`config.mk`:
```
export PLATFORM = sky130hd
export DESIGN_NAME = sbfmd_fast_disable
export DESIGN_NICKNAME = d
export VERILOG_FILES = /design/src/sbfmd_pkg.sv /design/src/sbfmd_gate.sv /design/src/sbfmd_fast_disable.sv
export SDC_FILE = /design/constraint.sdc
export NUM_CORES = 1
export LEC_CHECK = 0
export ABC_CLOCK_PERIOD_IN_PS = 3300
export BUFFER_PORTS_ARGS = -buffer_cell sky130_fd_sc_hd__buf_2
export CORE_UTILIZATION = 23
export DETAILED_ROUTE_END_ITERATION = 10
export HOLD_SLACK_MARGIN = 0.06
export PLACE_DENSITY = 0.57
export SKIP_LAST_GASP = 1
export SYNTH_ARGS = -nofsm -noshare
export SYNTH_HDL_FRONTEND = slang
export SYNTH_SLANG_ARGS = --single-unit
```
`constraint.sdc`:
```
create_clock -name core_clk_i -period 3.3 [get_ports core_clk_i]
set_clock_uncertainty 0.15 [all_clocks]
set_input_delay 0.33 -clock core_clk_i [delete_from_list [all_inputs] [get_ports core_clk_i]]
set_output_delay 0.33 -clock core_clk_i [all_outputs]
set_load 0.02 [all_outputs]
```
`src/sbfmd_pkg.sv`:
```
package sbfmd_pkg;

    // ------------------------------------------------------------
    // Register map and reset values
    // ------------------------------------------------------------
    localparam logic [7:0] SBFMD_FAST_MODULE_DISABLE_OFFS = 8'h03;
    localparam logic [7:0] SBFMD_FAST_MODULE_DISABLE_RST = 8'h00;
    localparam int SBFMD_NUM_MODULES = 6;
    localparam logic [5:0] SBFMD_MODULE_MASK = 6'h3f;

    // ------------------------------------------------------------
    // Field positions, one per module
    // ------------------------------------------------------------
    localparam int SBFMD_FLOPPY_BIT = 0;
    localparam int SBFMD_PARALLEL_BIT = 1;
    localparam int SBFMD_SERIAL_B_BIT = 2;
    localparam int SBFMD_SERIAL_A_BIT = 3;
    localparam int SBFMD_MOUSE_BIT = 4;
    localparam int SBFMD_KEYBOARD_BIT = 5;

    // Register layout; the two upper bits are reserved.
    typedef struct packed {
        logic [1:0] reserved;
        logic keyboard_force_off;
        logic mouse_force_off;
        logic serial_port_a_force_off;
        logic serial_port_b_force_off;
        logic parallel_port_force_off;
        logic floppy_ctrl_force_off;
    } sbfmd_disable_t;

    // One register access from the serial bus slave.
    typedef struct packed {
        logic wr;
        logic rd;
        logic [7:0] addr;
        logic [7:0] wdata;
    } sbfmd_req_t;

endpackage : sbfmd_pkg

```
`src/sbfmd_gate.sv`:
```
`timescale 1ns/10ps
// ------------------------------------------------------------
// Per-module effective enable, registered
// ------------------------------------------------------------
module sbfmd_gate
    import sbfmd_pkg::*;
#(
    parameter int WIDTH = SBFMD_NUM_MODULES
) (
    // Clock and reset
    input wire logic core_clk_i,
    input wire logic resetn_i,
    // Controls
    input wire logic [WIDTH-1:0] activate_i,
    input wire logic [WIDTH-1:0] force_off_i,
    // Result
    output logic [WIDTH-1:0] enable_o
);

    // A forced-off module is disabled whatever its activation bit says.
    always_ff @(posedge core_clk_i) begin
        if (!resetn_i) begin
            enable_o <= '0;
        end else begin
            enable_o <= activate_i & ~force_off_i;
        end
    end

endmodule : sbfmd_gate

```
`src/sbfmd_fast_disable.sv`:
```
`timescale 1ns/10ps
// ------------------------------------------------------------
// Fast module disable register
// ------------------------------------------------------------
module sbfmd_fast_disable
    import sbfmd_pkg::*;
(
    // Clock and reset
    input wire logic core_clk_i,
    input wire logic resetn_i,
    // Register access from the serial bus slave
    input wire logic reg_wr_i,
    input wire logic reg_rd_i,
    input wire logic [7:0] reg_addr_i,
    input wire logic [7:0] reg_wdata_i,
    output logic [7:0] reg_rdata_o,
    output logic reg_rvalid_o,
    // Activation bits of the six modules
    input wire logic [5:0] activate_i,
    // Effective enables and raw force-off bits
    output logic [5:0] module_enable_o,
    output logic [5:0] force_off_o
);

    // ------------------------------------------------------------
    // Decode
    // ------------------------------------------------------------
    sbfmd_req_t req;
    sbfmd_disable_t disable_reg;
    sbfmd_disable_t disable_next;
    logic hit;

    assign req = '{wr: reg_wr_i, rd: reg_rd_i, addr: reg_addr_i, wdata: reg_wdata_i};
    assign hit = (req.addr == SBFMD_FAST_MODULE_DISABLE_OFFS);

    // Reserved bits are dropped on write so they always read back as zero.
    always_comb begin
        disable_next = disable_reg;
        if (req.wr && hit) begin
            disable_next = sbfmd_disable_t'(req.wdata & {2'b00, SBFMD_MODULE_MASK});
        end
    end

    // ------------------------------------------------------------
    // Storage
    // ------------------------------------------------------------
    // Reset brings every module back under its own activation bit.
    always_ff @(posedge core_clk_i) begin
        if (!resetn_i) begin
            disable_reg <= sbfmd_disable_t'(SBFMD_FAST_MODULE_DISABLE_RST);
        end else begin
            disable_reg <= disable_next;
        end
    end

    // Mirror of the stored bits toward the modules, for float control.
    always_ff @(posedge core_clk_i) begin
        if (!resetn_i) begin
            force_off_o <= '0;
        end else begin
            force_off_o <= disable_next[5:0];
        end
    end

    // ------------------------------------------------------------
    // Read path
    // ------------------------------------------------------------
    // Unmapped offsets answer zero so a stray read never looks like state.
    always_ff @(posedge core_clk_i) begin
        if (!resetn_i) begin
            reg_rdata_o <= 8'h00;
            reg_rvalid_o <= 1'b0;
        end else begin
            reg_rvalid_o <= req.rd;
            if (req.rd && hit) begin
                reg_rdata_o <= {2'b00, disable_reg[5:0]};
            end else if (req.rd) begin
                reg_rdata_o <= 8'h00;
            end
        end
    end

    // ------------------------------------------------------------
    // Effective enables
    // ------------------------------------------------------------
    // The gate is fed the next disable value so a write bites at the
    // very edge that stores it, with no extra cycle of exposure.
    sbfmd_gate #(
        .WIDTH(SBFMD_NUM_MODULES)
    ) u_gate (
        .core_clk_i(core_clk_i),
        .resetn_i(resetn_i),
        .activate_i(activate_i),
        .force_off_i(disable_next[5:0]),
        .enable_o(module_enable_o)
    );
endmodule : sbfmd_fast_disable

```
==> run metrics <==
max cap viols=0; synth warn=0; Routed wire per std cell=11.4 um; 1st-pass router iterations=4; Setup CP Type=in -> reg; DR DRC count=0; post-route antenna net violation count=0; # setup viols final=0; count leader, synth=dfxtp_1; Largest regs=reg_rdata_o (6), u_gate.enable_o (6), force_off_o (5); Yosys cell types=21; Slew Viols, Final=0; Via-to-Cell Ratio=4.43; vias in the first global route=758; EDFF count, synth=0; Worst-path clk slew=0.07 ns; global-route wire length before repair=3.36 mm; status=finished clean; die width=63 um; worst path required time=3.29 ns; asr flop ratio synth=0; WL final=1.96 mm; Setup Fix Bufs, Post-CTS=0; row count=21; post-synth top area cell=dfxtp_1; Worst R2R Start=force_off_o[4]$_SDFF_PN0_; Tot Pwr=0.442 mW; crit path from=reg_addr_i[3]; Post-DP HPWL=1.48 mm; min-delay src=reg_wdata_i[1]; Seq/Total Area, Yosys=0.444; Layout area overhead=31.6%; RSZ-0062 raised after global routing=false; CTS Buf Count=3; antenna violations before repair=0; I/O pins=47; highest clock rate=0.580 GHz; Slew HR=0.425; Die Y=63 um; Tcrit/Tclk final=0.522; DRT iter0 DRCs=53; fin nets=153; hold slack=0.110 ns; placed cells=168; top-area cell type share of the netlist area=0.444; post-cts sizing count=0; post-route setup TNS=0 ns; layout cells sized above 1=0.468; Antenna Cells=0; total grt overflow=0; Yosys reg bits=19; total placed instance area=1080 sq um; CP startpoint kind=input pin; vias post-DR=762; Worst EP arrival=1.71 ns; pin count of the biggest net entering global routing=20; Port Buffers=42; power density cells=392 nW/um^2; Pleak=0.495 nW; Max Root-Sink Buffers=2; core area=3440 sq um; post-synthesis average cell area=9.84 sq um; Netlist Area Pre-Place=856 sq um; Clk Latency, worst-skew pair=0.25 ns; Main synth FF type=dfxtp_1; Worst Tran Pin Value=0.856 ns; Final Hold Viols=0; R2R depth=3; Syn Inst Count=87; Final Critical Period=1.72 ns; final non-filler cell area=1130 sq um; CTS HTree Levels=1; root buf cell=clkbuf_8; CTS sink count=19; RePlAce Congestion=0.757; cts hold-fix bufs=0; Starting Density=0.249; Worst setup EP type=register; total track usage=0.107; Area contributors post-synth=dfxtp_1 (44%), and4_2 (7.0%), a21boi_0 (5.3%), o21a_1 (5.3%), a211oi_2 (4.4%); Min-Delay Path Depth=2; DIE AREA=3970 sq um; worst min path class=in -> reg; Non-Filler Instances=172; critical path fanouts, max=19; Peak VDD IR=117 uV; CTS tree=done
## where the power goes
| group | leakage, nW | internal [mW] | total [mW] | switching, mW |
|---|---|---|---|---|
| Combinational | 0.315 | 0.0197 | 0.0474 | 0.0276 |
| Clock | 0.0255 | 0.0837 | 0.160 | 0.0758 |
| Sequential | 0.155 | 0.234 | 0.235 | 0.000924 |
## worst paths after layout
check                                  end  slack (ns)
max reg2reg      force_off_o[4]$_SDFF_PN0_        2.31
max          u_gate.enable_o[2]$_SDFF_PN0_        1.58
min reg2reg    reg_rdata_o[3]$_SDFFE_PN0P_        0.33
min          u_gate.enable_o[1]$_SDFF_PN0_        0.11
## cell type report
type	instances	area [sq um]
Timing Repair Buffer	43	218
Clock buffer	3	41.3
Inverter	6	22.5
Tap cell	46	57.6
Fill cell	373	2320
Multi-Input combinational cell	54	402
Sequential cell	19	380
Clock inverter	1	5.00
## stage by stage
step | utilization | worst slack (ns)
2_1_floorplan | - | 1.85
3_3_place_gp | 0.314 | 1.34
3_5_place_dp | 0.314 | 1.32
4_1_cts | 0.327 | 1.59
5_1_grt | 0.327 | 1.42
6_report | 0.327 | 1.58
## placed cells by master, fill, tap and decap left out, types with 6 or more instances in the layout
cell type	netlist	routed
buf_2	1	42
dfxtp_1	19	19
nand2_1	6	6
and4_2	6	6
inv_1	6	6
a31oi_1	6	6
o21a_1	6	6
nand2b_1	6	6
nand4_1	6	6
a21boi_0	6	6
## routing by layer
layer,global-route usage,routed length [um],vias up,part of all wire
met5,0,0,-,0
met4,0.0262,14,0,0.0072
met3,0.0420,180,2,0.092
met2,0.169,855,31,0.44
met1,0.133,905,344,0.46
li1,-,-,385,-
## logic make-up (layout without fill, tap and decap cells)
group,count (synthesis),count (layout),share of synthesized area
buffers and inverters,15,53,0.0979
flip-flops,19,19,0.444
other,1,2,0.00438
AND/OR/NAND/NOR,29,29,0.243
AO/OA/AOI/OAI,23,23,0.211
## worst max-delay path, stage by stage
cell	delay, ns
buf_2	0.11
nor4_4	0.77
and3_2	0.40
a211oi_1	0.09
No activity file was read; power rests on OpenSTA's default activity.
